File: config.mk
export PLATFORM = sky130hd
export DESIGN_NAME = charge_time_unit
export DESIGN_NICKNAME = d
export VERILOG_FILES = /design/src/edge_channel.v /design/src/charge_time_unit.v
export VERILOG_INCLUDE_DIRS = /design/src
export SDC_FILE = /design/constraint.sdc
export NUM_CORES = 1
export LEC_CHECK = 0
export BUFFER_PORTS_ARGS = -buffer_cell sky130_fd_sc_hd__buf_2
export CORE_MARGIN = 3
export CORE_UTILIZATION = 40
export CTS_BUF_LIST = sky130_fd_sc_hd__clkbuf_4 sky130_fd_sc_hd__clkbuf_8
export DETAILED_ROUTE_END_ITERATION = 8
export PLACE_DENSITY_LB_ADDON = 0.3
export SLEW_MARGIN = 40
export SYNTH_ARGS = -nofsm -noshare
export SYNTH_HDL_FRONTEND = slang
export SYNTH_SLANG_ARGS = --single-unit
File: constraint.sdc
create_clock -name clk -period 2.55 [get_ports clk]
set_input_delay 0.255 -clock clk [delete_from_list [all_inputs] [get_ports clk]]
set_output_delay 0.255 -clock clk [all_outputs]
set_load 0.01 [all_outputs]
File: src/ctu_defines.vh
`ifndef CTU_DEFINES_VH
`define CTU_DEFINES_VH

// Source select field width
`define CTU_SEL_W          4
// Range field width and codes
`define CTU_RANGE_W        2
`define CTU_RANGE_X1       2'h1
`define CTU_RANGE_X10      2'h2
`define CTU_RANGE_X100     2'h3
`define CTU_RANGE_X1000    2'h0
// Trim field width and neutral value
`define CTU_TRIM_W         6
`define CTU_TRIM_NEUTRAL   6'h00
// Reset values of control bits
`define CTU_POL_RESET      1'h0
`define CTU_ORDER_RESET    1'h0
`define CTU_TIME_GENERATION_SELECT_RESET     1'h0
`define CTU_TRIG_RESET     1'h0
`define CTU_SEL_RESET      4'h0
// Number of source lines feeding each channel
`define CTU_NSRC           16
// Synchroniser depth for pin sources
`define CTU_SYNC_STAGES    3

`endif

File: src/edge_channel.v
`timescale 1ns/1ps
`include "ctu_defines.vh"

// Per-channel source select, synchroniser and polarity qualifier
module edge_channel #(
  parameter NSRC = `CTU_NSRC
) (
  input  wire            clk,
  input  wire            reset,
  input  wire [NSRC-1:0] src_lines,     // Raw candidate sources
  input  wire [3:0]      source_sel,    // Selected source index
  input  wire            polarity,      // 1 = high level counts
  output reg             event_level    // Qualified event level
);

  // ----------------------------------------
  // Three-stage synchroniser per source line
  // ----------------------------------------
  reg [NSRC-1:0] sync1;                 // First stage, read only by sync2
  reg [NSRC-1:0] sync2;                 // Second stage
  reg [NSRC-1:0] sync3;                 // Third stage
  reg [NSRC-1:0] stable;                // Accepted level per line

  genvar g;
  generate
    for (g = 0; g < NSRC; g = g + 1) begin : g_sync
      // Shift chain, accept a change once stages two and three agree
      always @(posedge clk) begin
        if (reset) begin
          sync1[g]  <= 1'b0;
          sync2[g]  <= 1'b0;
          sync3[g]  <= 1'b0;
          stable[g] <= 1'b0;
        end else begin
          sync1[g] <= src_lines[g];
          sync2[g] <= sync1[g];
          sync3[g] <= sync2[g];
          if (sync2[g] == sync3[g]) begin
            stable[g] <= sync3[g];
          end
        end
      end
    end
  endgenerate

  // ----------------------------------------
  // Level qualification by polarity
  // ----------------------------------------
  always @* begin
    // Present level, not a transition, is the event
    event_level = stable[source_sel] ~^ polarity;
  end

endmodule // edge_channel

File: src/charge_time_unit.v
`timescale 1ns/1ps
`include "ctu_defines.vh"

module charge_time_unit #(
  parameter NSRC = `CTU_NSRC
) (
  input  wire                      clk,
  input  wire                      reset,
  // Edge sources
  input  wire [NSRC-1:0]           first_edge_sources,    // Pins and unit triggers for channel one
  input  wire [NSRC-1:0]           second_edge_sources,   // Pins and unit triggers for channel two
  // Control bits
  input  wire                      unit_enable,           // Module enable
  input  wire                      idle_stop_sel,         // Stop while idle
  input  wire                      idle_mode,             // Device is idle
  input  wire                      time_generation_select,// Delay generation mode
  input  wire                      edge_pass_enable,      // Edges not blocked
  input  wire                      edge_order_enable,     // First before second
  input  wire                      source_discharge_ctrl, // Ground the output
  input  wire                      conversion_trigger_enable, // Auto A/D start
  input  wire [`CTU_RANGE_W-1:0]   current_range_sel_in,  // Range field value
  input  wire [`CTU_TRIM_W-1:0]    current_trim_in,       // Trim field value
  input  wire                      cfg_write,             // Load range, trim and edge config
  input  wire [3:0]                first_edge_source_sel_in,
  input  wire [3:0]                second_edge_source_sel_in,
  input  wire                      first_edge_polarity_in,
  input  wire                      second_edge_polarity_in,
  // Software flag access
  input  wire                      flag_write,            // Write both flags
  input  wire [1:0]                flag_wdata,            // Bit1 second, bit0 first
  input  wire                      irq_enable,            // Interrupt enable bit
  input  wire                      irq_flag_clear,        // Software clears irq flag
  // Status and outputs
  output wire [1:0]                edge_flags,            // Bit1 second, bit0 first
  output reg                       irq_flag,              // Sticky interrupt flag
  output wire                      irq_request,           // Flag gated by enable
  output reg                       source_enable,         // Current source charging
  output reg                       source_ground,         // Output grounded
  output reg                       adc_trigger,           // One-cycle conversion start
  output reg                       delay_mode,            // Time generation active
  output reg  [`CTU_RANGE_W-1:0]   current_range_sel,     // Applied range
  output reg  [`CTU_TRIM_W-1:0]    current_trim,          // Applied trim
  output reg  [3:0]                range_multiplier_log   // 0..3 = x1..x1000
);

  // ----------------------------------------
  // Configuration registers
  // ----------------------------------------
  reg [3:0] first_edge_source_sel;      // Channel one source
  reg [3:0] second_edge_source_sel;     // Channel two source
  reg       first_edge_polarity;        // Channel one polarity
  reg       second_edge_polarity;       // Channel two polarity
  reg       first_edge_flag;            // Channel one status
  reg       second_edge_flag;           // Channel two status
  wire      first_level;                // Qualified channel one level
  wire      second_level;               // Qualified channel two level
  wire      running;                    // Unit active this cycle
  wire      next_source_enable;         // Exactly one flag set
  wire      first_hit;                  // Channel one event accepted
  wire      second_hit;                 // Channel two event accepted
  reg       next_first_flag;            // Next channel one flag
  reg       next_second_flag;           // Next channel two flag
  reg       order_required;             // Held order enable
  reg       trigger_armed;              // Held trigger enable
  wire      next_charging;              // Source state after next edge
  wire      source_turn_off;            // Source drops at next edge

  // ----------------------------------------
  // Usage notes
  // ----------------------------------------
  // Pin levels reach the flags four to five cycles late:
  // three synchroniser stages, acceptance, then the flag.
  // An active level keeps setting its flag, so a software
  // clear is lost for as long as the level persists.
  // Clear both flags in one write; clearing them one at a
  // time turns the source back on for a cycle.
  // Discharge holds the source off whatever the flags say,
  // and cutting a charge that way raises the interrupt flag.
  // Order and trigger enables act one cycle after a change.
  // Range and trim apply one cycle after a configuration
  // write, the multiplier code one cycle after that.
  // Idle stop and the unit enable block hardware flag sets but leave
  // software flag writes and the source output following the flags.

  // Latch configuration on write, reset to documented defaults
  always @(posedge clk) begin
    if (reset) begin
      // Defaults after reset
      first_edge_source_sel  <= `CTU_SEL_RESET;
      second_edge_source_sel <= `CTU_SEL_RESET;
      first_edge_polarity    <= `CTU_POL_RESET;
      second_edge_polarity   <= `CTU_POL_RESET;
      current_range_sel      <= `CTU_RANGE_X1000;
      current_trim           <= `CTU_TRIM_NEUTRAL;
    end else if (cfg_write) begin
      // Take the new configuration
      first_edge_source_sel  <= first_edge_source_sel_in;
      second_edge_source_sel <= second_edge_source_sel_in;
      first_edge_polarity    <= first_edge_polarity_in;
      second_edge_polarity   <= second_edge_polarity_in;
      current_range_sel      <= current_range_sel_in;
      current_trim           <= current_trim_in;
    end
  end

  // ----------------------------------------
  // Sequencing and trigger enables
  // ----------------------------------------
  // Held here so both read as clear straight after reset
  always @(posedge clk) begin
    if (reset) begin
      // No edge order, no conversion start
      order_required <= `CTU_ORDER_RESET;
      trigger_armed  <= `CTU_TRIG_RESET;
    end else begin
      // Follow the control inputs one cycle late
      order_required <= edge_order_enable;
      trigger_armed  <= conversion_trigger_enable;
    end
  end

  // ----------------------------------------
  // Edge channels
  // ----------------------------------------
  edge_channel #(
    .NSRC (NSRC)
  ) u_first (
    .clk         (clk),
    .reset       (reset),
    .src_lines   (first_edge_sources),
    .source_sel  (first_edge_source_sel),
    .polarity    (first_edge_polarity),
    .event_level (first_level)
  );

  edge_channel #(
    .NSRC (NSRC)
  ) u_second (
    .clk         (clk),
    .reset       (reset),
    .src_lines   (second_edge_sources),
    .source_sel  (second_edge_source_sel),
    .polarity    (second_edge_polarity),
    .event_level (second_level)
  );

  // ----------------------------------------
  // Event qualification
  // ----------------------------------------
  // Unit halts when disabled or idle with stop selected
  assign running    = unit_enable & ~(idle_stop_sel & idle_mode);
  // Levels only pass while edges are unblocked
  assign first_hit  = running & edge_pass_enable & first_level;
  // Second waits for first when ordering is on
  assign second_hit = running & edge_pass_enable & second_level &
                      (~order_required | first_edge_flag);

  // ----------------------------------------
  // Status flags
  // ----------------------------------------
  // Software write is applied, then hardware sets win
  always @* begin
    // Hold by default
    next_first_flag  = first_edge_flag;
    next_second_flag = second_edge_flag;
    // Software value applies first
    if (flag_write) begin
      next_first_flag  = flag_wdata[0];
      next_second_flag = flag_wdata[1];
    end
    // Hardware event overrides a software clear
    if (first_hit) begin
      next_first_flag = 1'b1;
    end
    // Same for the second channel
    if (second_hit) begin
      next_second_flag = 1'b1;
    end
  end

  // Flag registers
  always @(posedge clk) begin
    if (reset) begin
      // Both flags clear after reset
      first_edge_flag  <= 1'b0;
      second_edge_flag <= 1'b0;
    end else begin
      // Take the combined next state
      first_edge_flag  <= next_first_flag;
      second_edge_flag <= next_second_flag;
    end
  end

  assign edge_flags = {second_edge_flag, first_edge_flag};

  // ----------------------------------------
  // Current source gating
  // ----------------------------------------
  // Exactly one flag set means charging
  assign next_source_enable = first_edge_flag ^ second_edge_flag;
  // Discharge overrides the flags
  assign next_charging      = next_source_enable & ~source_discharge_ctrl;
  // Source on now and off after the coming edge
  assign source_turn_off    = source_enable & ~next_charging;

  // Source enable and ground outputs
  always @(posedge clk) begin
    if (reset) begin
      // Source idle and not grounded after reset
      source_enable <= 1'b0;
      source_ground <= 1'b0;
    end else begin
      // Charge only in the gap between edges
      source_enable <= next_charging;
      // Ground follows the discharge control
      source_ground <= source_discharge_ctrl;
    end
  end

  // ----------------------------------------
  // Mode, interrupt and conversion trigger
  // ----------------------------------------
  // Time generation mode flag
  always @(posedge clk) begin
    if (reset) begin
      // Measurement mode by default
      delay_mode <= `CTU_TIME_GENERATION_SELECT_RESET;
    end else begin
      // Delay generation when selected
      delay_mode <= time_generation_select;
    end
  end

  // Sticky interrupt flag, set wins over a clear
  always @(posedge clk) begin
    if (reset) begin
      irq_flag <= 1'b0;
    end else if (source_turn_off) begin
      // Source went on, now goes off
      irq_flag <= 1'b1;
    end else if (irq_flag_clear) begin
      // Software acknowledges
      irq_flag <= 1'b0;
    end
  end

  // Request needs both flag and enable
  assign irq_request = irq_flag & irq_enable;

  // One-cycle conversion start
  always @(posedge clk) begin
    if (reset) begin
      // No start pending after reset
      adc_trigger <= 1'b0;
    end else begin
      // Fire only when hardware newly sets the second flag
      adc_trigger <= trigger_armed & second_hit & ~second_edge_flag;
    end
  end

  // ----------------------------------------
  // Range decode
  // ----------------------------------------
  // Power-of-ten multiplier for the analog source
  always @(posedge clk) begin
    if (reset) begin
      // Reset range code 00 is the top range
      range_multiplier_log <= 4'h3;
    end else begin
      // Log ten of the multiplier for each range code
      case (current_range_sel)
        `CTU_RANGE_X1:   range_multiplier_log <= 4'h0;
        `CTU_RANGE_X10:  range_multiplier_log <= 4'h1;
        `CTU_RANGE_X100: range_multiplier_log <= 4'h2;
        default:         range_multiplier_log <= 4'h3;
      endcase
    end
  end

endmodule // charge_time_unit

==> results of run 1 <==
## state kept, by name (all words and copies together), names as in the netlist, 2 cells and up
name                    cells
current_range_sel           2
current_trim                6
first_edge_source_sel       4
range_multiplier_log        2
second_edge_source_sel      4
u_first.stable             16
u_first.sync1              16
u_first.sync2              16
u_first.sync3              16
u_second.stable            16
u_second.sync1             16
u_second.sync2             16
u_second.sync3             16
## layout make-up
cell class              instances  area [sq um]  share of cell area
multi-input cells             270          1739              0.2823
clock buffers                  19         255.2             0.04144
inverters                       3         11.26            0.001828
well taps                     168         210.2             0.03413
flip-flops and latches        157          3143              0.5103
clock inverters                13         235.2             0.03819
repair buffers                 97         565.5             0.09181
## layout by cell type (no fill, tap or decap), drive strengths merged
cell type / count
or3: 1
buf: 85
nand3: 1
clkinv: 2
inv: 6
and2: 1
ha: 2
nor4: 1
nand2b: 2
nor2: 21
conb: 2
dlygate4sd3: 12
nor3b: 1
bufinv: 6
a21oi: 35
nor4b: 1
nor2b: 101
xor2: 1
o21ai: 32
clkbuf: 19
clkinvlp: 2
dfxtp: 157
xnor2: 1
a211o: 1
mux2i: 23
nand2: 34
mux4: 9
## cells by family (layout without fill, tap and decap cells)
group | after synthesis | count (layout)
and+or+nand+nor | 164 | 164
AOI/OAI and AO/OA | 68 | 68
buffers and inverters | 27 | 132
other | 1 | 2
xor gates and xnor gates | 2 | 2
muxes | 32 | 32
adders and majority gates | 2 | 2
DFF | 157 | 157
## worst register-to-register path, cell delays in order, from the launching register on
cell,delay [ns]
dfxtp_1,0.45
mux4_1,0.60
mux4_2,0.49
xnor2_1,0.15
nand2_1,0.09
nor4b_2,0.22
## where the power goes
| group | switching [mW] | internal, mW |
|---|---|---|
| combinational | 0.107 | 0.131 |
| clock | 0.879 | 1.31 |
| sequential | 0.0438 | 2.54 |
| total | 1.03 | 3.98 |
## cell usage after synthesis
master    instances  area, sq um
or3_1             1        6.260
ha_1              2        25.02
and2_1            1        6.260
nand2b_1          2        12.51
mux2i_1          23        230.2
buf_4             4        30.03
nor2_1           21        78.83
o21ai_0          32        160.2
a21oi_1          35        175.2
nor4b_2           1        15.01
nand3_1           1        5.000
buf_2             1        5.000
a211o_1           1        8.760
xor2_1            1        8.760
nor4_1            1        6.260
nand2_1          34        127.6
inv_1             3        11.26
mux4_2            5        112.6
nor2b_1         101        631.9
clkbuf_1         19        71.32
conb_1            1        3.750
xnor2_1           1        8.760
mux4_1            4        105.1
nor3b_1           1        7.510
dfxtp_1         157         3143
## what timing repair did
action                                 4_1_cts  5_1_grt
endpoints found under the hold margin       12        0
hold buffers                                12        0
setup endpoints to repair                    0        0
buffers inserted                             0        0
## worst paths after layout
| check | startpoint | endpoint |
|---|---|---|
| hold / removal | first_edge_sources[0] | u_first.sync1[0] |
| hold reg to reg | u_first.sync1[8] | u_first.sync2[8] |
| setup reg to reg | second_edge_source_sel[1] | adc_trigger |
| setup / recovery | second_edge_source_sel[1] | adc_trigger |
## through the flow
stage / area (sq um) / setup WS [ns]
floorplan: 5000 / 0.6460
global placement: 5549 / 0.5219
detailed placement: 5549 / 0.4540
CTS: 6160 / 0.4509
global route: 6160 / 0.3462
finish: 6160 / 0.4710
## metal layers
layer,global-route usage,routed length [um]
met3,0.05670,487
met4,0.05495,182
met5,0,0
met1,0.1515,3935
met2,0.2019,3667
==> run metrics, run 1 <==
Worst Skew=0.008485 ns; Max Buffers Root-to-Sink=2; Reg2Reg Setup Slack=0.47 ns; Worst EP required=2.90 ns; antenna-violating nets left=0; first-pass GRT wire length=14150 um; # nets final=614; critical path's largest stage delay=0.60 ns; CP Buf/Inv Count=0; Post-Syn Area=0.004996 sq mm; Ys Warns=0; Starting Density=0.4125; FF-to-FF path depth=5; final hold viol count=0; DRC viols=0; Finish-stage setup viols=0; CTS sink cnt=157; flops & latches, synth=157; CTS tree=done; grt ovf=0; Max Slew Vio Count=0; core footprint=0.01211 sq mm; Hold WS=0.03217 ns; register area share after synthesis=0.6291; PortBufs=83; crit path capture type=register; # Max-Cap Violations=0; io pins=86; final non-filler cell total=727; largest net degree at the start of global routing=72; CP Class=register to register; crit path max fanout=5; Slowest-stage cell, CP=mux4_1; mux cell area share after synthesis=0.08966; via count=3208; xor/xnor share of the synthesized area=0.003506; outcome=finished clean; WL final=8272 um; CTS Buf Count=17; fraction of layout cells with a size suffix above 1=0.2200; Synth Area per Inst=11.03 sq um; Fmax=0.4810 GHz; vias in the first global route=3128; Worst-path clk slew=0.08 ns; GP Congestion=0.7451; setup tns final=0 ns; CP delay by family, top=multiplexers; final worst-path cycle share=0.8153; fin crit period=2.079 ns; largest family of logic cells by synthesized area=simple AND/OR/NAND/NOR gates; floorplan row count=40; clock latency on the worst-skew pair=0.43 ns; final core occ=0.5086; Stages on worst setup path=5; n_diodes=0; worst path cell trace=mux4_1 > mux4_2 > xnor2_1 > nand2_1 > nor4b_2; drt first pass iters=4; Layout area overhead=23.29%; cts repair resizes=0; Layout fillers=1115; Clock Root Buffer=clkbuf_8; placed insts=683; DIE AREA=0.01387 sq mm; CP Launch Type=register; Lkg Pwr=2.519 nW; PD cells=813.3 mW/mm^2; DP HPWL=5578 um; initial DRC count=87; initial antenna violation count=0; RSZ-0062 raised after global routing=false; Tot Pwr=5.010 mW; critical path arrival=2.43 ns; Die Wd=117.8 um; Hold WC Path Type=input pin to register; worst relative slew slack=0.5359; H-tree levels=4; Slew @ Worst Pin=0.6962 ns; gr usage total=0.1279; hold depth=2; Synth Area in Compound Gates=0.06887; VDD IR-drop max=0.0003295 V; Vias/cell=4.413; Die Y=117.8 um; Simple-Gate Fraction of Synth Area=0.1796; post-DR wirelength/cell=11.38 um; Synth cell types=25; Synth Instances=453; adder-cell area share of the yosys netlist=0.005009
(Power assumes the default switching activity.)
==> run 2: changes to the inputs <==
==> constraint.sdc (replaced) <==
create_clock -name clk -period 2.15 [get_ports clk]
set_input_delay 0.215 -clock clk [delete_from_list [all_inputs] [get_ports clk]]
set_output_delay 0.215 -clock clk [all_outputs]
set_load 0.01 [all_outputs]
==> run 2 against run 1 <==
- sequential power is 19% higher
- critical path depth stayed put
- flip-flop and latch count stayed put
- clock skew is 0.0016 ns higher
- sequential share of layout area is 2.2 points lower
- power is 14% higher
- routed wire length is 4.0% higher
- count of clock-buffer cells in the layout is 1 higher
- first-iteration DRC count is 77% higher
- non-clock buffer count is 34 higher
- clock power is 5% higher
- critical endpoint unchanged
- highest routed layer unchanged
==> run metrics, run 2 (same netlist as run 1, synthesis figures left out) <==
outcome=finished clean; largest net degree at the start of global routing=72 (unchanged); DRC viols=0 (unchanged); VDD IR-drop max=0.0003577 V (+8.6%); PortBufs=83 (unchanged); drt first pass iters=4 (unchanged); clock latency on the worst-skew pair=0.43 ns (about the same); antenna-violating nets left=0 (unchanged); CP Class=register to register; Lkg Pwr=2.645 nW (+5.0%); sw frac=0.2063 (+0.0007630); CTS Buf Count=17 (unchanged); Slew @ Worst Pin=0.5853 ns (-0.1108 ns); final hold viol count=0 (unchanged); Starting Density=0.4125 (unchanged); initial antenna violation count=0 (unchanged); register share of total power=0.538 (+0.022); Die Wd=117.8 um (unchanged); WL final=8604 um (+4.0%); final non-filler cell total=760 (+4.5%); Tot Pwr=5.698 mW (+14%); Fmax=0.5012 GHz (+4.2%); floorplan row count=40 (unchanged); Hold WC Path Type=input pin to register; # nets final=648 (+5.5%); Reg2Reg Setup Slack=0.15 ns (-0.32 ns); Clock power frac=0.404 (-0.033); Vias/cell=4.372 (-0.91%); core footprint=0.01211 sq mm (unchanged); vias in the first global route=3360 (+7.4%); via count=3323 (+3.6%); Pint=4.522 mW (+14%); Worst EP required=2.49 ns (-0.41 ns); critical path arrival=2.34 ns (-0.09 ns); CTS sink cnt=157 (unchanged); DP HPWL=5638 um (+1.1%); commonest non-fill, non-tap cell in the layout=dfxtp_1; fin crit period=1.995 ns (-0.08380 ns); fraction of layout cells with a size suffix above 1=0.2095 (-0.01058); Max Buffers Root-to-Sink=2 (unchanged); n_diodes=0 (unchanged); grt ovf=0 (unchanged); Clock Root Buffer=clkbuf_8; crit path capture type=register; Finish-stage setup viols=0 (unchanged); GP Congestion=0.6958 (-6.6%); placed insts=684 (+0.15%); Worst Skew=0.01008 ns (+0.001591 ns); RSZ-0062 raised after global routing=false; Worst-path clk slew=0.08 ns (about the same); DIE AREA=0.01387 sq mm (unchanged); setup tns final=0 ns (unchanged); worst relative slew slack=0.6098 (+0.07389); final core occ=0.5315 (+0.02293); crit path max fanout=5 (unchanged); CTS tree=done; io pins=86 (unchanged); commonest cells after routing, fill and taps aside=dfxtp_1, nor2b_1, buf_2; PD cells=885.1 mW/mm^2 (+8.8%); CP Launch Type=register; final worst-path cycle share=0.9280 (+0.1127); H-tree levels=4 (unchanged); Comb power frac=0.058 (+0.011); net switching power figure=1.176 mW (+14%); # Max-Cap Violations=0 (unchanged); first-pass GRT wire length=14920 um (+5.5%); gr usage total=0.1333 (+0.005364); Max Slew Vio Count=0 (unchanged); initial DRC count=154 (+77%); post-DR wirelength/cell=11.32 um (-0.50%); Die Y=117.8 um (unchanged); Layout area overhead=28.85%
## run 2: layout make-up
type | instances | area (sq um)
clock buffers | 20 | 262.8
clock inverters | 11 | 166.4
flip-flops and latches | 157 | 3144
fillers | 1112 | 5674
multi-input cells | 270 | 1739
repair buffers | 131 | 903.4
well taps | 168 | 210.2
inverters | 3 | 11.26
## run 2: power by group through the flow
stage | registers (mW) | logic (mW) | clock network (mW)
global route | 3.08 | 0.368 | 2.50
detailed placement | 3.13 | 0.272 | 0
finish | 3.06 | 0.329 | 2.30
floorplan | 3.12 | 0.167 | 0
global placement | 3.13 | 0.263 | 0
CTS | 3.07 | 0.335 | 2.39
## run 2: final timing paths
path,from,end,cells after the start
setup / recovery,second_edge_source_sel[1],adc_trigger,5
hold / removal,second_edge_polarity_in,second_edge_polarity,3
setup reg to reg,second_edge_source_sel[1],adc_trigger,5
hold reg to reg,u_first.sync1[9],u_first.sync2[9],1
## run 2: timing repair
| item | 4_1_cts | 5_1_grt |
|---|---|---|
| setup endpoints to repair | 0 | 1 |
| hold buffers | 45 | 0 |
| hold endpoints to repair | 45 | 0 |
| resized for setup | 0 | 1 |
| buffers inserted | 0 | 0 |
## run 2: per-stage QoR
step / setup slack [ns] / area, sq um / hold slack, ns
after floorplan: 0.2460 / 5000 / 0.3432
after global placement: 0.1113 / 5557 / 0.4214
after detailed placement: 0.06579 / 5557 / 0.4212
after CTS: 0.05696 / 6436 / 0.001036
after global routing: 0.04513 / 6437 / 0.02216
final: 0.1547 / 6437 / 0.04272
## run 2: routing by layer
layer	global-route usage	up-vias	part of all wire
li1	-	1731	-
met1	0.1558	1499	0.46
met2	0.2246	81	0.48
met3	0.03988	12	0.044
met4	0.06227	0	0.016
met5	0	-	0
## run 2: worst max-delay path: stages, from the launching register on
cell	delay, ns
dfxtp_2	0.40
mux4_1	0.59
mux4_2	0.50
xnor2_1	0.14
nand2_1	0.09
nor4b_2	0.19
